## src/hw/rss_pkg.sv

```systemverilog
package rss_pkg;

    // Register map (byte addresses, one 32-bit word each)
    localparam int               ADDR_W             = 8;
    localparam logic [ADDR_W-1:0] ADDR_CTRL         = 8'h00;
    localparam logic [ADDR_W-1:0] ADDR_START_TIME   = 8'h04;
    localparam logic [ADDR_W-1:0] ADDR_STATUS       = 8'h08;

    // Control register fields
    localparam int CTRL_MODE_LSB      = 0;
    localparam int CTRL_MODE_BY_INPUT = 2;
    localparam int CTRL_BLOCK_CMD     = 3;
    localparam int CTRL_TWO_RECLOSERS = 4;
    localparam int CTRL_MASTER_SEL    = 5;
    localparam int CTRL_SLAVE_ENABLE  = 6;
    localparam int CTRL_ATTEMPTS_LSB  = 8;
    localparam int CTRL_MASK_LSB      = 16;
    localparam int MASK_W             = 8;

    localparam logic [31:0] CTRL_RESET       = 32'h00FF0103;
    localparam logic [31:0] START_TIME_RESET = 32'h00000064;
    localparam int          START_TIME_W     = 16;

    // Status register layout, nine bits per recloser
    localparam int STATUS_STRIDE      = 9;
    localparam int STATUS_CAUSE_LSB   = 3;
    localparam int STATUS_SEQ_BIT     = 7;
    localparam int STATUS_LOCK_BIT    = 8;
    localparam int STATUS_ATTEMPT_LSB = 18;
    localparam int ATTEMPT_W          = 3;

    localparam logic [ATTEMPT_W-1:0] MIN_ATTEMPTS = 3'h1;
    localparam logic [ATTEMPT_W-1:0] MAX_ATTEMPTS = 3'h4;

    // Start-time tick: 1 ms at 50 MHz
    localparam int TICK_TIME_US = 1000;
    localparam int CLK_MHZ      = 50;
    localparam int TICK_CYCLES  = TICK_TIME_US * CLK_MHZ;

    localparam logic [1:0] RESP_OKAY   = 2'h0;
    localparam logic [1:0] RESP_SLVERR = 2'h2;

    typedef enum logic [2:0] {
        PH_RESET  = 3'h0,
        PH_SINGLE = 3'h1,
        PH_THREE  = 3'h3,
        PH_SEQ    = 3'h2,
        PH_LOCK   = 3'h6
    } rss_phase_t;

    // Encoding equals {single_phase_mode_input, three_phase_mode_input}
    typedef enum logic [1:0] {
        MODE_DEPENDENT = 2'h0,
        MODE_THREE     = 2'h1,
        MODE_SINGLE    = 2'h2,
        MODE_COMBINED  = 2'h3
    } rss_mode_t;

    typedef enum logic [3:0] {
        CAUSE_NONE          = 4'h0,
        CAUSE_OPEN_BREAKER  = 4'h1,
        CAUSE_THREE_PHASE   = 4'h2,
        CAUSE_START_FAILURE = 4'h3,
        CAUSE_CLOSE_FAILURE = 4'h4,
        CAUSE_FINAL_TRIP    = 4'h5,
        CAUSE_NO_SYNC       = 4'h6,
        CAUSE_BY_MASTER     = 4'h7,
        CAUSE_SWITCH_FAULT  = 4'h8
    } rss_cause_t;

endpackage

```

## src/hw/rss_recloser_sequence_start.sv

```systemverilog
// Summary of operation
// - Single-phase mode: single-phase or external non-3ph trip initiates, enters single-phase start.
// - Single-phase mode: three-phase initiate goes to three-phase-trip lockout.
// - Three-phase mode: three-phase or external 3ph trip initiates, enters three-phase start.
// - Combined and dependent modes: single trips act single-phase, three-phase trips three-phase.
// - A recloser blocked by command stays in Reset.
// - Single-phase start timer expiry before conditions met gives start-failure lockout.
// - Single-phase conditions met in time start sequence, set in-progress, pulse event.
// - Sequence-in-progress holds until Reset or any lockout.
// - Trip turning three-phase in single start: lockout or three-phase start by mode.
// - Three-phase start timer expiry before conditions met gives start-failure lockout.
// - Three-phase conditions met in time start sequence, set in-progress, pulse event.
// - Three-phase trip or all poles open in single start: lockout or three-phase start.
// - Programmable number of attempts, one to four.
// - Two reclosers: one master, the other index is the slave.
// - Single-recloser operation selects recloser 1 or 2 as operative.
// - Distinct lockout causes per recloser and a summary lockout flag.
// - One shared lockout structure for all four modes.
// - Slave lockout by master command, slave enable and slave lockout outputs.
// - Mode inputs decode 00 dependent, 01 three, 10 single, 11 combined.
// - No start when trip count exceeded or initiate block input active.
// - Initiate from masked reclosable trips or external trips only.
`timescale 1ns/1ps
`default_nettype none

module rss_recloser_sequence_start
    import rss_pkg::*;
#(
    parameter int TICK_CYCLES_P = rss_pkg::TICK_CYCLES,
    parameter int N_PROT        = rss_pkg::MASK_W
) (
    input  wire logic                        core_clk,
    input  wire logic                        rst_b,
    // AXI4-Lite slave
    input  wire logic [rss_pkg::ADDR_W-1:0]  s_axi_awaddr,
    input  wire logic                        s_axi_awvalid,
    output logic                             s_axi_awready,
    input  wire logic [31:0]                 s_axi_wdata,
    input  wire logic [3:0]                  s_axi_wstrb,
    input  wire logic                        s_axi_wvalid,
    output logic                             s_axi_wready,
    output logic [1:0]                       s_axi_bresp,
    output logic                             s_axi_bvalid,
    input  wire logic                        s_axi_bready,
    input  wire logic [rss_pkg::ADDR_W-1:0]  s_axi_araddr,
    input  wire logic                        s_axi_arvalid,
    output logic                             s_axi_arready,
    output logic [31:0]                      s_axi_rdata,
    output logic [1:0]                       s_axi_rresp,
    output logic                             s_axi_rvalid,
    input  wire logic                        s_axi_rready,
    // Protection trip side
    input  wire logic [N_PROT-1:0]           protTrip,
    input  wire logic                        threePhaseTrip,
    input  wire logic                        tripActive,
    input  wire logic                        extTripActive,
    input  wire logic                        extThreePhaseTripActive,
    input  wire logic                        tripCountExceeded,
    input  wire logic                        initiateBlockInput,
    input  wire logic                        singlePhaseModeInput,
    input  wire logic                        threePhaseModeInput,
    // Breaker pole status and close command, one bit per recloser
    input  wire logic [1:0]                  breakerAnyPoleOpen,
    input  wire logic [1:0]                  breakerAllPolesFlag,
    input  wire logic [1:0]                  breakerThreePolesOpen,
    input  wire logic [1:0]                  breakerCloseCommand,
    // Later sequence stages, one bit per recloser
    input  wire logic [1:0]                  attemptDone,
    input  wire logic [1:0]                  sequenceReset,
    input  wire logic [1:0]                  lockoutOpenBreaker,
    input  wire logic [1:0]                  lockoutClosingFailure,
    input  wire logic [1:0]                  lockoutNoSynchronism,
    input  wire logic [1:0]                  lockoutSwitchOntoFault,
    // Status outputs
    output logic                             recloseInitiate,
    output logic [1:0]                       sequenceInProgress,
    output logic [1:0]                       sequenceStartEvent,
    output logic [1:0]                       anyInternalLockout,
    output logic [1:0]                       singlePhaseStartState,
    output logic [1:0]                       threePhaseStartState,
    output logic [1:0]                       recloserIdle,
    output logic                             slaveEnable,
    output logic                             slaveLockout
);
    import rss_pkg::*;

    localparam int PRE_W = $clog2(TICK_CYCLES_P + 1);

    typedef struct packed {
        logic                               awHave;
        logic                               wHave;
        logic [ADDR_W-1:0]                  awAddr;
        logic [31:0]                        wData;
        logic [3:0]                         wStrb;
        logic                               awReady;
        logic                               wReady;
        logic                               bValid;
        logic [1:0]                         bResp;
        logic                               arReady;
        logic                               rValid;
        logic [31:0]                        rData;
        logic [1:0]                         rResp;
        logic [31:0]                        ctrl;
        logic [START_TIME_W-1:0]            startTime;
        logic [PRE_W-1:0]                   prescale;
        rss_phase_t [1:0]                   phase;
        rss_cause_t [1:0]                   cause;
        logic [1:0][START_TIME_W-1:0]       timer;
        logic [1:0][ATTEMPT_W-1:0]          attempts;
        logic                               initiate;
        logic [1:0]                         seqOut;
        logic [1:0]                         startEvent;
        logic [1:0]                         lockOut;
        logic [1:0]                         singleOut;
        logic [1:0]                         threeOut;
        logic [1:0]                         idleOut;
        logic                               slvEnable;
        logic                               slvLockout;
    } rss_state_t;

    rss_state_t q;
    rss_state_t next_q;

    function automatic logic [31:0] apply_strobe(input logic [31:0] old,
                                                 input logic [31:0] data,
                                                 input logic [3:0]  strb);
        logic [31:0] res;
        res = old;
        for (int b = 0; b < 4; b++) begin
            if (strb[b]) begin
                res[b*8 +: 8] = data[b*8 +: 8];
            end
        end
        return res;
    endfunction

    function automatic logic is_start(input rss_phase_t ph);
        return (ph == PH_SINGLE) || (ph == PH_THREE);
    endfunction

    rss_mode_t               mode;
    logic                    threePh;
    logic                    startAllowed;
    logic                    tick;
    logic                    twoRec;
    logic                    masterIdx;
    logic                    masterHardLock;
    logic [ATTEMPT_W-1:0]    attemptLimit;
    logic                    bkrSingleOk [2];
    logic                    bkrThreeOk [2];
    logic                    allOpen [2];
    logic                    operative [2];
    logic                    expired [2];
    logic                    isMaster [2];

    always_comb begin
        next_q = q;

        // Register bus: address and data taken in either order
        if (s_axi_awvalid && q.awReady) begin
            next_q.awHave = 1'b1;
            next_q.awAddr = s_axi_awaddr;
        end
        if (s_axi_wvalid && q.wReady) begin
            next_q.wHave = 1'b1;
            next_q.wData = s_axi_wdata;
            next_q.wStrb = s_axi_wstrb;
        end
        if (q.bValid && s_axi_bready) begin
            next_q.bValid = 1'b0;
        end
        if (q.awHave && q.wHave && !q.bValid) begin
            next_q.awHave = 1'b0;
            next_q.wHave  = 1'b0;
            next_q.bValid = 1'b1;
            next_q.bResp  = RESP_OKAY;
            case (q.awAddr)
                ADDR_CTRL: begin
                    next_q.ctrl = apply_strobe(q.ctrl, q.wData, q.wStrb);
                end
                ADDR_START_TIME: begin
                    next_q.startTime = START_TIME_W'(apply_strobe(32'(q.startTime),
                                                                   q.wData, q.wStrb));
                end
                ADDR_STATUS: begin
                end
                default: begin
                    next_q.bResp = RESP_SLVERR;
                end
            endcase
        end
        next_q.awReady = !next_q.awHave && !next_q.bValid;
        next_q.wReady  = !next_q.wHave && !next_q.bValid;

        if (q.rValid && s_axi_rready) begin
            next_q.rValid = 1'b0;
        end
        if (s_axi_arvalid && q.arReady) begin
            next_q.rValid = 1'b1;
            next_q.rResp  = RESP_OKAY;
            next_q.rData  = '0;
            case (s_axi_araddr)
                ADDR_CTRL: begin
                    next_q.rData = q.ctrl;
                end
                ADDR_START_TIME: begin
                    next_q.rData = 32'(q.startTime);
                end
                ADDR_STATUS: begin
                    for (int r = 0; r < 2; r++) begin
                        next_q.rData[r*STATUS_STRIDE +: 3] = q.phase[r];
                        next_q.rData[r*STATUS_STRIDE + STATUS_CAUSE_LSB +: 4] = q.cause[r];
                        next_q.rData[r*STATUS_STRIDE + STATUS_SEQ_BIT] = q.seqOut[r];
                        next_q.rData[r*STATUS_STRIDE + STATUS_LOCK_BIT] = q.lockOut[r];
                        next_q.rData[STATUS_ATTEMPT_LSB + r*ATTEMPT_W +: ATTEMPT_W] =
                            q.attempts[r];
                    end
                end
                default: begin
                    next_q.rResp = RESP_SLVERR;
                end
            endcase
        end
        next_q.arReady = !next_q.rValid;

        // Settings decode
        if (q.ctrl[CTRL_MODE_BY_INPUT]) begin
            mode = rss_mode_t'({singlePhaseModeInput, threePhaseModeInput});
        end else begin
            mode = rss_mode_t'(q.ctrl[CTRL_MODE_LSB +: 2]);
        end
        attemptLimit = q.ctrl[CTRL_ATTEMPTS_LSB +: ATTEMPT_W];
        if (attemptLimit < MIN_ATTEMPTS) begin
            attemptLimit = MIN_ATTEMPTS;
        end else if (attemptLimit > MAX_ATTEMPTS) begin
            attemptLimit = MAX_ATTEMPTS;
        end
        twoRec    = q.ctrl[CTRL_TWO_RECLOSERS];
        masterIdx = q.ctrl[CTRL_MASTER_SEL];

        // Initiate from masked reclosable trips or external trips
        next_q.initiate = (|(protTrip & q.ctrl[CTRL_MASK_LSB +: N_PROT]))
                        || extTripActive || extThreePhaseTripActive;
        threePh = threePhaseTrip || extThreePhaseTripActive;
        startAllowed = !q.ctrl[CTRL_BLOCK_CMD] && !initiateBlockInput
                     && !tripCountExceeded;

        // Start-time prescaler runs freely
        tick = (q.prescale == PRE_W'(TICK_CYCLES_P - 1));
        next_q.prescale = tick ? '0 : q.prescale + PRE_W'(1);

        // Master hard lockout drives slave enable or slave lockout
        masterHardLock = twoRec && (q.phase[masterIdx] == PH_LOCK)
                       && ((q.cause[masterIdx] == CAUSE_START_FAILURE)
                           || (q.cause[masterIdx] == CAUSE_THREE_PHASE));
        next_q.slvEnable  = masterHardLock && q.ctrl[CTRL_SLAVE_ENABLE];
        next_q.slvLockout = masterHardLock && !q.ctrl[CTRL_SLAVE_ENABLE];

        for (int r = 0; r < 2; r++) begin
            isMaster[r]  = (r == int'(masterIdx));
            operative[r] = twoRec || isMaster[r];
            // In two-recloser operation the other breaker takes part too
            bkrSingleOk[r] = breakerAnyPoleOpen[r] && !breakerAllPolesFlag[r]
                           && (!twoRec || breakerAnyPoleOpen[1-r]);
            bkrThreeOk[r]  = breakerThreePolesOpen[r]
                           && (!twoRec || breakerThreePolesOpen[1-r]);
            allOpen[r]     = bkrThreeOk[r];
            expired[r]     = (q.timer[r] >= q.startTime);
            next_q.startEvent[r] = 1'b0;

            if (is_start(q.phase[r])) begin
                if (tick) begin
                    next_q.timer[r] = q.timer[r] + START_TIME_W'(1);
                end
            end else begin
                next_q.timer[r] = '0;
            end

            case (q.phase[r])
                PH_RESET: begin
                    next_q.attempts[r] = '0;
                    if (operative[r] && q.initiate && startAllowed) begin
                        if (threePh) begin
                            if (mode == MODE_SINGLE) begin
                                next_q.phase[r] = PH_LOCK;
                                next_q.cause[r] = CAUSE_THREE_PHASE;
                            end else begin
                                next_q.phase[r] = PH_THREE;
                            end
                        end else if (mode != MODE_THREE) begin
                            next_q.phase[r] = PH_SINGLE;
                        end
                    end
                end
                PH_SINGLE: begin
                    if (threePh || allOpen[r]) begin
                        if (mode == MODE_SINGLE) begin
                            next_q.phase[r] = PH_LOCK;
                            next_q.cause[r] = CAUSE_THREE_PHASE;
                        end else begin
                            next_q.phase[r] = PH_THREE;
                            next_q.timer[r] = '0;
                        end
                    end else if (!q.initiate && bkrSingleOk[r] && !tripActive) begin
                        next_q.phase[r]      = PH_SEQ;
                        next_q.startEvent[r] = 1'b1;
                    end else if (expired[r]) begin
                        next_q.phase[r] = PH_LOCK;
                        next_q.cause[r] = CAUSE_START_FAILURE;
                    end
                end
                PH_THREE: begin
                    if (!q.initiate && bkrThreeOk[r] && !tripActive) begin
                        next_q.phase[r]      = PH_SEQ;
                        next_q.startEvent[r] = 1'b1;
                    end else if (expired[r]) begin
                        next_q.phase[r] = PH_LOCK;
                        next_q.cause[r] = CAUSE_START_FAILURE;
                    end
                end
                PH_SEQ: begin
                    if (lockoutOpenBreaker[r]) begin
                        next_q.phase[r] = PH_LOCK;
                        next_q.cause[r] = CAUSE_OPEN_BREAKER;
                    end else if (lockoutClosingFailure[r]) begin
                        next_q.phase[r] = PH_LOCK;
                        next_q.cause[r] = CAUSE_CLOSE_FAILURE;
                    end else if (lockoutNoSynchronism[r]) begin
                        next_q.phase[r] = PH_LOCK;
                        next_q.cause[r] = CAUSE_NO_SYNC;
                    end else if (lockoutSwitchOntoFault[r]) begin
                        next_q.phase[r] = PH_LOCK;
                        next_q.cause[r] = CAUSE_SWITCH_FAULT;
                    end else if (attemptDone[r]) begin
                        if ((q.attempts[r] + ATTEMPT_W'(1)) >= attemptLimit
                            && tripActive) begin
                            next_q.phase[r] = PH_LOCK;
                            next_q.cause[r] = CAUSE_FINAL_TRIP;
                        end else begin
                            next_q.attempts[r] = q.attempts[r] + ATTEMPT_W'(1);
                        end
                    end else if (sequenceReset[r]) begin
                        next_q.phase[r] = PH_RESET;
                    end
                end
                PH_LOCK: begin
                    // Shared lockout exit for every mode
                    if (breakerCloseCommand[r]) begin
                        next_q.phase[r] = PH_RESET;
                        next_q.cause[r] = CAUSE_NONE;
                    end
                end
                default: begin
                    next_q.phase[r] = PH_RESET;
                    next_q.cause[r] = CAUSE_NONE;
                end
            endcase

            // Slave follows a hard master lockout unless enabled to continue
            if (!isMaster[r] && q.slvLockout && q.phase[r] != PH_LOCK) begin
                next_q.phase[r]      = PH_LOCK;
                next_q.cause[r]      = CAUSE_BY_MASTER;
                next_q.startEvent[r] = 1'b0;
            end

            next_q.seqOut[r]    = (next_q.phase[r] == PH_SEQ);
            next_q.lockOut[r]   = (next_q.phase[r] == PH_LOCK);
            next_q.singleOut[r] = (next_q.phase[r] == PH_SINGLE);
            next_q.threeOut[r]  = (next_q.phase[r] == PH_THREE);
            next_q.idleOut[r]   = (next_q.phase[r] == PH_RESET);
        end
    end

    always_ff @(posedge core_clk) begin
        if (!rst_b) begin
            q            <= '0;
            q.ctrl       <= CTRL_RESET;
            q.startTime  <= START_TIME_W'(START_TIME_RESET);
            q.phase      <= '{PH_RESET, PH_RESET};
            q.cause      <= '{CAUSE_NONE, CAUSE_NONE};
            q.idleOut    <= 2'h3;
        end else begin
            q <= next_q;
        end
    end

    assign s_axi_awready         = q.awReady;
    assign s_axi_wready          = q.wReady;
    assign s_axi_bresp           = q.bResp;
    assign s_axi_bvalid          = q.bValid;
    assign s_axi_arready         = q.arReady;
    assign s_axi_rdata           = q.rData;
    assign s_axi_rresp           = q.rResp;
    assign s_axi_rvalid          = q.rValid;
    assign recloseInitiate       = q.initiate;
    assign sequenceInProgress    = q.seqOut;
    assign sequenceStartEvent    = q.startEvent;
    assign anyInternalLockout    = q.lockOut;
    assign singlePhaseStartState = q.singleOut;
    assign threePhaseStartState  = q.threeOut;
    assign recloserIdle          = q.idleOut;
    assign slaveEnable           = q.slvEnable;
    assign slaveLockout          = q.slvLockout;

endmodule // rss_recloser_sequence_start

`default_nettype wire

```

## config.mk

```make
export PLATFORM = sky130hd
export DESIGN_NAME = rss_recloser_sequence_start
export DESIGN_NICKNAME = d
export VERILOG_FILES = /design/src/hw/rss_pkg.sv /design/src/hw/rss_recloser_sequence_start.sv
export SDC_FILE = /design/constraint.sdc
export NUM_CORES = 1
export LEC_CHECK = 0
export ABC_AREA = 1
export BUFFER_PORTS_ARGS = -buffer_cell sky130_fd_sc_hd__buf_2
export CAP_MARGIN = 20
export CORE_MARGIN = 2
export CORE_UTILIZATION = 63
export CTS_CLUSTER_DIAMETER = 40
export DETAILED_ROUTE_END_ITERATION = 10
export GPL_TIMING_DRIVEN = 0
export PLACE_DENSITY_LB_ADDON = 0.05
export RECOVER_POWER = 100
export SYNTH_ARGS = -nofsm -noshare
export SYNTH_HDL_FRONTEND = slang
export SYNTH_SLANG_ARGS = --single-unit
```

## constraint.sdc

```tcl
create_clock -name core_clk -period 4.3 [get_ports core_clk]
set_clock_uncertainty 0.15 [all_clocks]
set_input_delay 0.43 -clock core_clk [delete_from_list [all_inputs] [get_ports core_clk]]
set_output_delay 0.43 -clock core_clk [all_outputs]
set_load 0.02 [all_outputs]
```

[Word-level counts from Yosys, hierarchy flattened]
Cells that the tools add are included.
Cells by class
  reduce and logical (&&, ||, !) cells: 94
  mux-type cells: 117
  bitwise operators: 3
  $lt $le $gt $ge: 7
  equality and inequality tests: 68
  add/subtract/negate cells: 5
Operators by type and width (number)
  $mux W16: 10
  $mux W3: 52
  $mux W4: 30
  $pmux W24 S3: 1
  $add A16 B1 Y16 const B: 3
  $reduce_and A7 Y1: 6
  $ne A2 B2 Y1 const B: 20
  $pmux W4 S5: 2
  $logic_and A1 B1 Y1: 39
  $mux W35: 1
  $ge A16 B16 Y1: 2
  $ne A3 B3 Y1 const B: 10
  $pmux W3 S5: 2
  $ne A7 B7 Y1 const B: 4
  $eq A3 B2 Y1 const B: 8
  $ne A6 B6 Y1 const B: 4
  $reduce_and A3 Y1: 6
  $eq A16 B16 Y1 const B: 1
  $eq A8 B3 Y1 const B: 2
  $eq A8 B4 Y1 const B: 2
  $logic_not A8 Y1: 2
  $eq A3 B3 Y1 const B: 5
  $logic_not A1 Y1: 15
  $logic_or A1 B1 Y1: 14
  23 further kinds: 53
Word-level totals
  logic and storage cells: 334
  input bits: 95
  flip-flop bits (word level): 218
  output and inout bits: 56

[Logic depth before layout (Yosys ltp)]
Gate-level depths: netlist (run 1).
  word-level depth: 14
  gate-level depth with buffers: 16
  depth with buffers taken out: 16

[Least setup slack after synthesis (run 1)]
OpenSTA, ideal clock, no wires.
  path type: reg-to-reg
  start point: register q[18] in the netlist's numbering
  end point: register q, in the netlist sequenceInProgress[1]
  setup slack: 2389 ps
  buffers on the path: 0
  required time: 4036 ps
  library setup time: 114 ps
  period minus slack after synthesis: 1911 ps
  stages on the path, launching flop included: 11
  data arrival time: 1647 ps
  cells stage by stage: dfxtp_1 > ha_1 > ha_1 > a21oi_1 > o21ai_0 > nand3_1 > nand2_1 > a21oi_1 > nand3_1 > nand3_1 > nor2_1
On the way
  longest elaborated chain between the ends: 12
RTL lines
  start: declaration: RTL line rss_recloser_sequence_start.sv:121  | rss_state_t q;
  start signal: assignment: RTL line rss_recloser_sequence_start.sv:383  | q <= next_q;
  $add A3 B1 Y3: RTL line rss_recloser_sequence_start.sv:335  | if ((q.attempts[r] + ATTEMPT_W'(1)) >= attemptLimit
  $ge A3 B3 Y1: RTL line rss_recloser_sequence_start.sv:335
  $logic_and A1 B1 Y1: RTL line rss_recloser_sequence_start.sv:336  | && tripActive) begin
  $mux W3: RTL line rss_recloser_sequence_start.sv:335
  $mux W3: RTL line rss_recloser_sequence_start.sv:334  | end else if (attemptDone[r]) begin
  $mux W3: RTL line rss_recloser_sequence_start.sv:331  | end else if (lockoutSwitchOntoFault[r]) begin
  $mux W3: RTL line rss_recloser_sequence_start.sv:328  | end else if (lockoutNoSynchronism[r]) begin
  $mux W3: RTL line rss_recloser_sequence_start.sv:325  | end else if (lockoutClosingFailure[r]) begin
  $mux W3: RTL line rss_recloser_sequence_start.sv:322  | if (lockoutOpenBreaker[r]) begin
  $pmux W3 S5: RTL line rss_recloser_sequence_start.sv:279  | case (q.phase[r])
  $mux W3: RTL line rss_recloser_sequence_start.sv:360  | if (!isMaster[r] && q.slvLockout && q.phase[r] != PH_LOCK) begin
  $eq A3 B2 Y1: RTL line rss_recloser_sequence_start.sv:366  | next_q.seqOut[r] = (next_q.phase[r] == PH_SEQ);
Every way passes these cells.
A chain may end at the register's enable or synchronous reset.

[Worst setup path after layout (run 1)]
  start point: input s_axi_araddr[5] in the netlist's numbering
  end point: register q, in the netlist s_axi_rdata[2]
On the way
  longest elaborated chain between the ends: 2
  elaborated cells on any way between the ends: 4
  those cells by class: eq/ne: 2; mux: 1; reduce/logical: 1
RTL lines
  start: declaration: RTL line rss_recloser_sequence_start.sv:45  | input wire logic [rss_pkg::ADDR_W-1:0] s_axi_araddr,
  $eq A8 B4 Y1 (tied with other cells): RTL line rss_recloser_sequence_start.sv:202  | case (s_axi_araddr)
  $pmux W24 S3 *: RTL line rss_recloser_sequence_start.sv:202
Mark *: on every way between the ends. The rest lies on a longest branch, timed or not.

==> results.tsv, run 1 <==
stage	metric	value	unit
status	outcome	complete, no violations	
die	Starting Density	63.9	%
clock_tree	Clock transition at path regs	0.06	ns
clock_tree	H-tree Lvls	1	
synthesis	Unique masters post-synth	55	
clock_tree	CTS Sinks	216	
critical_path	kind of critical path	primary input to flip-flop	
clock_tree	Post CTS Setup Buffer Count	0	
timing	Final Hold Vio Count	0	
critical_path	delay-heaviest family, CP	simple AND/OR/NAND/NOR gates	
critical_path	Worst R2R Path Depth	7	
min_path	hold path depth	3	
pwr	clock group share of total power	47.9	%
critical_path	Worst path max stage delay	0.63	ns
pwr	sw frac	25.6	%
global_routing	grt total ovfl	0	
critical_path	CP Buf/Inv Count	3	
timing	Final Max Tran Viols	0	
routing	total number of vias	11200	
critical_path	reg2reg start	q[217]	
critical_path	element type at the critical path end	flip-flop	
die	Die ar.	18500	um^2
synthesis	post-synthesis sequential area ratio	39.4	%
synthesis	EDFF count, synth	0	
timing	RSZ-0062 raised after global routing	no	
cells_and_area	final cell count without fillers	2015	
synthesis	dominant synthesized flop cell	dfxtp_1	
synthesis	Synth Instances	1564	
pwr	Int Pwr	3.63	mW
cells_and_area	n_diodes	0	
critical_path	CP most frequent cell	nand2_1	
clock_tree	worst skew pair latency	0.55	ns
die	Die H	136	um
die	core area	17200	um^2
critical_path	r2r setup slk	1.68	ns
timing	fmax	0.373	GHz
critical_path	Critical Path Start Type	primary input	
routing	initial DRC count	991	
timing	Max-slew headroom	37.8	%
timing	Setup violations, final	0	
clock_tree	post-cts sizing count	0	
pwr	Combinational Power Share	8.9	%
cells_and_area	area delta synth->final	18.3	%
pwr	VDD IR max	0.320	mV
synthesis	simple-gate share of the synthesized area	28.5	%
routing	drt pass-1 iters	6	
critical_path	worst r2r dst	q[87]	
pwr	total power	4.88	mW
timing	crit share post-route	62.4	%
pwr	Flop pwr share	43.2	%
global_routing	largest net degree at the start of global routing	16	
critical_path	slowest CP cell	nor4_1	
placed_design	DP Cell Count	1937	
placed_design	placed instance area	12000	um^2
clock_tree	TritonCTS buffer count	29	
routing	DRC viols	0	
pwr	Lkg Pwr	5.68	nW
critical_path	Critical Path, Cell by Cell	buf_2 > nor4_1 > nand2_1 > inv_1 > clkbuf_1 > nand2_1 > o221ai_1 > nand2_1 > a21oi_1	
flow_run	max cap viols	0	
synthesis	Syn Std Cell Area	11000	um^2
cells_and_area	layout cell share with drive strength beyond 1	11.7	%
timing	sum of negative setup slack	0	ns
placed_design	Final GP Congestion	1.03	
cells_and_area	Layout Nets	1904	
synthesis	xor-xnor portion of the synthesized cell area	1.04	%
synthesis	Adder-Cell Fraction of Synth Area	4.67	%
placed_design	Detailed Place HPWL	24300	um
critical_path	Arr. time, crit path	3.00	ns
routing	antenna viol nets, final	0	
global_routing	first-pass GRT wire length	50500	um
min_path	Hold Path Origin	s_axi_wdata[13]	
global_routing	vias in the first global route	10200	
critical_path	CP Data Required Time	4.62	ns
pwr	power per cell area	376	nW/um^2
pwr	Switch Pwr	1.25	mW
clock_tree	CTS tree	built	
die	die width	136	um
timing	min Tclk post-route	2.68	ns
die	row cnt	48	
timing	Worst-Margin Slew	0.925	ns
synthesis	mux cell area share after synthesis	0	%
routing	WL per Instance	16.4	um
cells_and_area	Final Instance Area	13000	um^2
synthesis	post-synthesis compound-gate area fraction	15.4	%
critical_path	CP max FO	10	
min_path	hold endpoint	q[189]	
synthesis	Async SR Flop Fraction	0	%
synthesis	synthesis-stage register bit count	216	
global_routing	initial antenna violation count	1	
clock_tree	clock root buffer	clkbuf_16	
global_routing	GRT Util Overall	35.0	%
synthesis	average size of a mapped cell	7.02	um^2
clock_tree	Longest Clk Path Bufs	3	
synthesis	largest family of logic cells by synthesized area	simple AND/OR/NAND/NOR gates	
routing	drt via density	5.55	
synthesis	yosys warns	0	
min_path	Hold WC Path Type	primary input to flip-flop	
placed_design	Port Buffers	147	
routing	Routed WL	33000	um
die	io pins	151	
==> synthesized netlist by cell type (2+ instances only) <==
master / instances / area, um^2
o21ai_0: 115 / 576
inv_1: 165 / 619
o221ai_1: 8 / 70.1
nor2_1: 215 / 807
o21bai_1: 3 / 22.5
o211ai_1: 15 / 113
nand3_2: 4 / 40.0
nor2_2: 5 / 31.3
o22ai_1: 4 / 25.0
nand4_1: 20 / 125
a31oi_1: 3 / 18.8
ha_1: 41 / 513
clkbuf_1: 30 / 113
inv_2: 10 / 37.5
o21a_1: 4 / 30.0
nand3_1: 72 / 360
nor3_4: 4 / 65.1
buf_1: 3 / 11.3
a21oi_1: 127 / 636
dfxtp_1: 216 / 4320
o21ai_1: 5 / 25.0
nor4_1: 2 / 12.5
nand2_4: 2 / 22.5
xnor2_1: 8 / 70.1
o311ai_0: 5 / 43.8
nor3_1: 16 / 80.1
buf_4: 49 / 368
nand2_2: 5 / 31.3
nand2_1: 354 / 1330
nor3_2: 4 / 40.0
buf_2: 5 / 25.0
a211oi_1: 5 / 37.5
a22o_1: 3 / 26.3
nor2_4: 4 / 45.0
clkinv_1: 4 / 15.0
nor3b_1: 6 / 45.0
xor2_1: 5 / 43.8
==> cells by family (layout without fill, tap and decap cells) <==
group | after synthesis | count (layout)
AO/OA/AOI/OAI | 305 | 305
other | 1 | 2
adder cells (fa/ha/maj) | 41 | 41
buffers and inverters | 267 | 492
flip-flops | 216 | 216
AND/OR/NAND/NOR | 721 | 721
XOR/XNOR | 13 | 13
==> worst register-to-register path, stage by stage, from the launching register on <==
cell,delay (ns)
dfxtp_1,0.34
nand2_1,0.06
nor2_1,0.36
inv_1,0.17
nor3_1,0.78
inv_1,0.32
o21ai_0,0.24
a21oi_1,0.07
==> worst max-delay path by stage <==
stage	start	end	slack [ns]	depth (start not counted)
floorplan	q[18]	sequenceInProgress[1]	2.39	10
CTS	q[107]	recloserIdle[1]	1.93	12
finish	s_axi_araddr[5]	s_axi_rdata[2]	1.62	9
global route	q[67]	q[51]	1.38	12
global placement	rst_b	recloserIdle[1]	1.83	4
detailed placement	rst_b	recloserIdle[1]	1.85	4
==> layout by cell type, fill, tap and decap left out, drive strengths merged, types with 4 or more instances in the layout <==
master         n
nand4         21
nand3         77
o22ai          4
nor2         224
nor4           4
a21oi        128
nand2        361
dfxtp        216
buf          143
dlygate4sd3   25
clkbuf       127
inv          178
xnor2          8
ha            41
nor3          24
o21a           4
clkinvlp       5
a211oi         5
xor2           5
clkinv        12
o221ai         8
o311ai         5
o21ai        121
nor3b          7
o211ai        15
==> per-stage QoR <==
step / util [%] / worst slack [ns] / hold WS (ns)
6_report: 75.6 / 1.62 / 0.00283
5_1_grt: 75.6 / 1.38 / 0.0233
4_1_cts: 76.9 / 1.93 / 0.00414
3_5_place_dp: 69.8 / 1.85 / 0.256
3_3_place_gp: 69.8 / 1.83 / 0.262
2_1_floorplan: - / 2.39 / 0.243
==> flip-flops by register name, summed over array words and instances, names as in the netlist <==
register,count
q,161
s_axi_rdata,32
anyInternalLockout,2
recloserIdle,2
sequenceInProgress,2
sequenceStartEvent,2
singlePhaseStartState,2
threePhaseStartState,2
isMaster,1
recloseInitiate,1
s_axi_arready,1
s_axi_awready,1
s_axi_bresp,1
s_axi_bvalid,1
s_axi_rresp,1
s_axi_rvalid,1
s_axi_wready,1
slaveEnable,1
slaveLockout,1
==> timing repair <==
| item | in CTS | in global routing |
|---|---|---|
| hold buffers | 25 | 0 |
| endpoints found under the hold margin | 25 | 0 |
| endpoints found under the setup margin | 0 | 0 |
==> layer usage <==
layer	track usage [%]	routed length, um	part of all wire, %	vias up
met1	44.7	13700	42	5104
met5	0	12	0.036	-
met2	58.9	15200	46	504
li1	-	-	-	5469
met4	13.8	1170	3.5	2
met3	6.08	2900	8.8	96
==> power by group through the flow <==
| stage | combinational, mW | clock (mW) | sequential (mW) |
|---|---|---|---|
| final | 0.432 | 2.34 | 2.11 |
| after global routing | 0.482 | 2.42 | 2.11 |
| after CTS | 0.434 | 2.34 | 2.10 |
| after detailed placement | 0.411 | 0 | 2.15 |
| after global placement | 0.402 | 0 | 2.14 |
| after floorplan | 0.268 | 0 | 2.14 |
==> area by class of cell <==
class	count	area, um^2
Buffer	88	512
Clock buffer	35	768
Clock inverter	18	185
Fill cell	1447	4200
Inverter	179	672
Multi-Input combinational cell	1082	5320
Sequential cell	216	4320
Tap cell	225	282
Timing Repair Buffer	172	918
No activity file was read; power rests on OpenSTA's default activity.
==> run 2, diff against run 1 <==
- ABC_AREA: 1 -> 0
- CORE_UTILIZATION: 63 -> 58
- clock period: 4.3 -> 2.7 ns (I/O delays scaled with it)
==> results.tsv, run 2 <==
stage	metric	value	unit
routing	drt via density	5.68	
die	io pins	151	
routing	antenna viol nets, final	0	
global_routing	initial antenna violation count	0	
clock_tree	TritonCTS buffer count	35	
pwr	Switch Pwr	2.03	mW
pwr	Combinational Power Share	8.5	%
cells_and_area	layout cell share with drive strength beyond 1	15.7	%
routing	total number of vias	10100	
clock_tree	CTS tree	built	
global_routing	largest net degree at the start of global routing	12	
synthesis	Synth Instances	1288	
synthesis	synthesis-stage register bit count	216	
routing	initial DRC count	858	
global_routing	first-pass GRT wire length	48500	um
placed_design	Final GP Congestion	1.00	
die	Die ar.	19100	um^2
routing	WL per Instance	17.3	um
timing	Final Max Tran Viols	0	
synthesis	Yosys top cell area share	41.4	%
flow_run	max cap viols	0	
routing	Routed WL	30800	um
cells_and_area	largest reg by FF count	q	
die	core area	17800	um^2
cells_and_area	Largest register FFs	161	
die	Die H	138	um
cells_and_area	n_diodes	0	
placed_design	Detailed Place HPWL	21700	um
min_path	Hold WC Path Type	primary input to flip-flop	
placed_design	Port Buffers	145	
synthesis	Syn Std Cell Area	10400	um^2
critical_path	Arr. time, crit path	2.90	ns
synthesis	yosys warns	0	
routing	drt pass-1 iters	5	
critical_path	CP max FO	5	
pwr	clock group share of total power	51.9	%
critical_path	CP Data Required Time	2.96	ns
die	row cnt	49	
synthesis	cell with the most instances after synthesis	nand2_1	
pwr	power per cell area	635	nW/um^2
clock_tree	Longest Clk Path Bufs	3	
pwr	Flop pwr share	39.6	%
clock_tree	CTS Sinks	216	
synthesis	Area contributors post-synth	dfxtp_1 41%, nand2_1 7.9%, a21oi_1 5.0%	
pwr	Int Pwr	6.36	mW
timing	Max-slew headroom	34.8	%
synthesis	EDFF count, synth	0	
timing	crit share post-route	97.9	%
timing	min Tclk post-route	2.64	ns
synthesis	dominant synthesized flop cell	dfxtp_1	
synthesis	Unique masters post-synth	67	
synthesis	Async SR Flop Fraction	0	%
pwr	sw frac	24.2	%
critical_path	element type at the critical path end	flip-flop	
cells_and_area	area delta synth->final	26.6	%
status	outcome	complete, no violations	
synthesis	Post-synth top cells	219 x nand2_1, 216 x dfxtp_1, 131 x nor2_1, 105 x a21oi_1, 66 x nand3_1	
routing	DRC viols	0	
cells_and_area	most common cell after layout, fill and taps aside	nand2_1	
pwr	Lkg Pwr	5.35	nW
synthesis	average size of a mapped cell	8.11	um^2
placed_design	pre-CTS setup slack	-0.241	ns
cells_and_area	commonest non-fill, non-tap cells in the layout	218 x nand2_1, 209 x dfxtp_1, 131 x nor2_1, 109 x clkbuf_1, 101 x a21oi_1	
die	die width	138	um
cells_and_area	layout filler cell count	1389	
cells_and_area	Layout Nets	1664	
global_routing	GRT Util Overall	31.2	%
global_routing	grt total ovfl	0	
timing	Setup violations, final	0	
clock_tree	clock root buffer	clkbuf_16	
die	Starting Density	58.6	%
clock_tree	Clock transition at path regs	0.05	ns
timing	worst setup margin	0.0564	ns
timing	Worst-Margin Slew	0.971	ns
timing	fmax	0.378	GHz
critical_path	Critical Path Start Type	flip-flop	
clock_tree	H-tree Lvls	2	
synthesis	post-synthesis sequential area ratio	41.4	%
synthesis	Yosys top cell by area	dfxtp_1	
timing	Final Hold Vio Count	0	
pwr	VDD IR max	0.641	mV
timing	worst hold margin	0.0204	ns
critical_path	kind of critical path	flip-flop to flip-flop	
global_routing	vias in the first global route	9585	
clock_tree	worst skew pair latency	0.50	ns
==> run 2: cell types whose count changed after synthesis, sizes merged, moves of 12 or more <==
cell	previous run	this run
inv	175	37
nand2b	0	24
and3	0	14
a22oi	0	25
a21oi	128	106
o21ai	121	44
or3	0	16
nor2	224	131
nand2	361	219
clkbuf	30	50
mux2i	0	43
o211ai	15	3
xor2	5	28
==> run 2: logic make-up after synthesis <==
kind of cell    synth area share [%]
fa+ha+maj                       5.10
compound gates                  14.6
other cells                   0.0359
flops                           41.4
buf+inv                         7.04
mux                             4.33
xor+xnor                        3.35
simple gates                    24.2
==> run 2: critical path, stage by stage (launching register included) <==
cell      delay (ns)
dfxtp_2         0.34
ha_1            0.32
ha_1            0.28
a21oi_1         0.06
maj3_1          0.42
o211a_1         0.27
or2_2           0.32
a21boi_0        0.15
o21ai_0         0.24
==> run 2: power by group through the flow <==
stage / Clock [mW] / Combinational, mW / Sequential (mW)
6_report: 4.36 / 0.713 / 3.32
2_1_floorplan: 0 / 0.390 / 3.37
3_5_place_dp: 0 / 0.613 / 3.39
3_3_place_gp: 0 / 0.608 / 3.38
5_1_grt: 4.54 / 0.776 / 3.33
4_1_cts: 4.40 / 0.680 / 3.32
==> run 2: cell type report <==
type | count | area [um^2] | share of cell area [%]
Tap cell | 229 | 287 | 2.17
Buffer | 108 | 599 | 4.53
Sequential cell | 216 | 4330 | 32.8
Multi-Input combinational cell | 927 | 5510 | 41.6
Clock inverter | 17 | 191 | 1.45
Timing Repair Buffer | 203 | 1220 | 9.20
Inverter | 37 | 139 | 1.05
Clock buffer | 43 | 956 | 7.23
==> run 2: worst paths after layout <==
kind	start	to	slack, ns	depth (start not counted)
worst max-delay path	q[18]	q[18]	0.06	8
worst min-delay path	protTrip[5]	recloseInitiate	0.02	3
worst max register to register	q[18]	q[18]	0.06	8
worst min register to register	q[67]	q[67]	0.29	1
==> run 2: repair_timing <==
| item | 4_1_cts | 5_1_grt |
|---|---|---|
| pin swaps | 2 | 6 |
| hold buffers | 50 | 0 |
| setup endpoints to repair | 16 | 61 |
| buffers inserted | 3 | 4 |
| gates resized for setup | 10 | 28 |
| hold endpoints to repair | 50 | 0 |
==> run 2: per-layer routing <==
| metal | GRT usage, % | share of wire (%) |
|---|---|---|
| met4 | 11.1 | 2.8 |
| met5 | 0 | 0 |
| met3 | 5.72 | 7.9 |
| met1 | 40.2 | 42 |
| met2 | 52.9 | 48 |
==> run 2: metrics by stage <==
stage / TNS (ns) / power, mW / instance area, um^2 / util [%] / std cells
5_1_grt: -0.0154 / 8.64 / 13200 / 74.2 / 1780
4_1_cts: -0.00118 / 8.40 / 13200 / 73.9 / 1777
3_5_place_dp: -0.752 / 4.00 / 11500 / 64.3 / 1664
2_1_floorplan: 0 / 3.76 / 10500 / - / 1289
6_report: 0 / 8.40 / 13200 / 74.2 / 1780
3_3_place_gp: -2.69 / 3.99 / 11500 / 64.3 / 1663
==> run 3, diff against run 2 <==
- CTS_BUF_LIST: not set -> sky130_fd_sc_hd__clkbuf_16
==> results.tsv, run 3 (synthesis gave the netlist of run 2 again) <==
stage	metric	value	unit
status	outcome	complete, no violations	
cells_and_area	Layout Nets	1664	
clock_tree	H-tree Lvls	2	
cells_and_area	layout filler cell count	1390	
timing	sum of negative setup slack	0	ns
critical_path	element type at the critical path end	flip-flop	
clock_tree	CTS Sinks	216	
routing	total number of vias	10200	
cells_and_area	layout cell share with drive strength beyond 1	15.5	%
die	Die ar.	19100	um^2
routing	initial DRC count	809	
timing	Final Hold Vio Count	0	
routing	drt via density	5.70	
clock_tree	Longest Clk Path Bufs	3	
routing	WL per Instance	17.3	um
routing	DRC viols	0	
flow_run	max cap viols	0	
critical_path	kind of critical path	flip-flop to flip-flop	
critical_path	Critical Path Start Type	flip-flop	
global_routing	largest net degree at the start of global routing	12	
critical_path	Arr. time, crit path	2.90	ns
routing	Routed WL	30700	um
die	Starting Density	58.6	%
global_routing	grt total ovfl	0	
critical_path	reg2reg start	q[18]	
pwr	power per cell area	625	nW/um^2
critical_path	CP max FO	5	
critical_path	Critical Path, Cell by Cell	ha_1 > ha_1 > a21oi_1 > maj3_1 > o211a_1 > or2_2 > a21boi_0 > o21ai_0	
timing	Setup violations, final	0	
timing	crit share post-route	97.6	%
timing	Max-slew headroom	32.0	%
cells_and_area	n_diodes	0	
cells_and_area	largest reg by FF count	q	
placed_design	DP Cell Count	1664	
placed_design	Port Buffers	145	
timing	fmax	0.379	GHz
cells_and_area	most common cell after layout, fill and taps aside	nand2_1	
cells_and_area	commonest non-fill, non-tap cells in the layout	218 x nand2_1, 209 x dfxtp_1, 131 x nor2_1, 105 x clkbuf_1, 101 x a21oi_1	
global_routing	initial antenna violation count	0	
timing	min Tclk post-route	2.64	ns
clock_tree	Clock transition at path regs	0.05	ns
clock_tree	worst skew pair latency	0.50	ns
die	io pins	151	
cells_and_area	area delta synth->final	26.2	%
min_path	Hold WC Path Type	primary input to flip-flop	
global_routing	first-pass GRT wire length	48700	um
pwr	Lkg Pwr	5.34	nW
pwr	VDD IR max	0.640	mV
critical_path	slowest CP cell	maj3_1	
die	Die H	138	um
clock_tree	TritonCTS buffer count	35	
critical_path	CP most frequent cell	ha_1	
clock_tree	CTS tree	built	
critical_path	CP Data Required Time	2.96	ns
global_routing	GRT Util Overall	31.2	%
clock_tree	clock root buffer	clkbuf_16	
cells_and_area	Final Instance Area	13200	um^2
die	die width	138	um
critical_path	Worst path max stage delay	0.42	ns
placed_design	Detailed Place HPWL	21700	um
cells_and_area	final cell count without fillers	1780	
placed_design	Final GP Congestion	1.00	
cells_and_area	Largest register FFs	161	
die	core area	17800	um^2
placed_design	placed instance area	11500	um^2
timing	Worst-Margin Slew	1.01	ns
timing	Final Max Tran Viols	0	
min_path	Hold Path Origin	protTrip[5]	
critical_path	origin of the worst setup path	q[18]	
routing	antenna viol nets, final	0	
routing	drt pass-1 iters	7	
global_routing	vias in the first global route	9632	
die	row cnt	49	
run 3: cell count changes in the layout (fill, tap and decap cells not counted), sizes merged:
cell	change
buf	+2
clkbuf	-10
clkinv	+5
inv	+3
run 3: timing repair:
| item | CTS | global route |
|---|---|---|
| gates cloned | 0 | 0 |
| pin swaps | 2 | 5 |
| hold buffers | 50 | 0 |
| gates resized for setup | 10 | 28 |
| hold endpoints to repair | 50 | 0 |
| buffers inserted | 3 | 4 |
| endpoints found under the setup margin | 16 | 54 |
run 3: final cells by class:
type                            count  area, um^2  share of cell area, %
Clock inverter                     25         221                   1.68
Sequential cell                   216        4330                   32.9
Multi-Input combinational cell    927        5510                   41.8
Inverter                           37         139                   1.05
Tap cell                          229         287                   2.17
Clock buffer                       35         876                   6.64
Buffer                            108         599                   4.55
Timing Repair Buffer              203        1220                   9.24
run 3: critical path, delay by kind of cell (launching register included):
kind | cells | cell delay, ns
compound gates | 4 | 0.72
flops | 1 | 0.34
simple gates | 1 | 0.32
fa+ha+maj | 3 | 1.02
run 3: path summary, 6_finish.rpt:
check               endpoint  slack (ns)  cells past startpoint
min          recloseInitiate        0.03                      3
max reg2reg            q[18]        0.06                      8
min reg2reg            q[67]        0.29                      1
max                    q[18]        0.06                      8
run 3: where the power goes:
part,switching (mW),internal [mW],leakage (nW)
Clock,1.54,2.66,0.548
Combinational,0.428,0.288,3.04
Sequential,0.0594,3.26,1.75
Total,2.03,6.21,5.34
run 3: per-layer routing:
metal / part of all wire (%) / vias up / track usage [%]
met1: 42 / 4747 / 40.8
met5: 0 / - / 0
met4: 2.8 / 0 / 10.3
met3: 7.7 / 71 / 4.88
met2: 48 / 428 / 53.0
li1: - / 4906 / -
run 3: through the flow:
stage / utilization (%) / hold slack (ns) / setup slack [ns] / total power, mW
global route: 73.9 / 0.0519 / -0.0215 / 8.48
global placement: 64.3 / 0.279 / -0.854 / 3.99
floorplan: - / 0.256 / 0.233 / 3.76
detailed placement: 64.3 / 0.290 / -0.241 / 4.00
CTS: 73.6 / 0.0192 / -0.00118 / 8.24
finish: 73.9 / 0.0305 / 0.0641 / 8.24
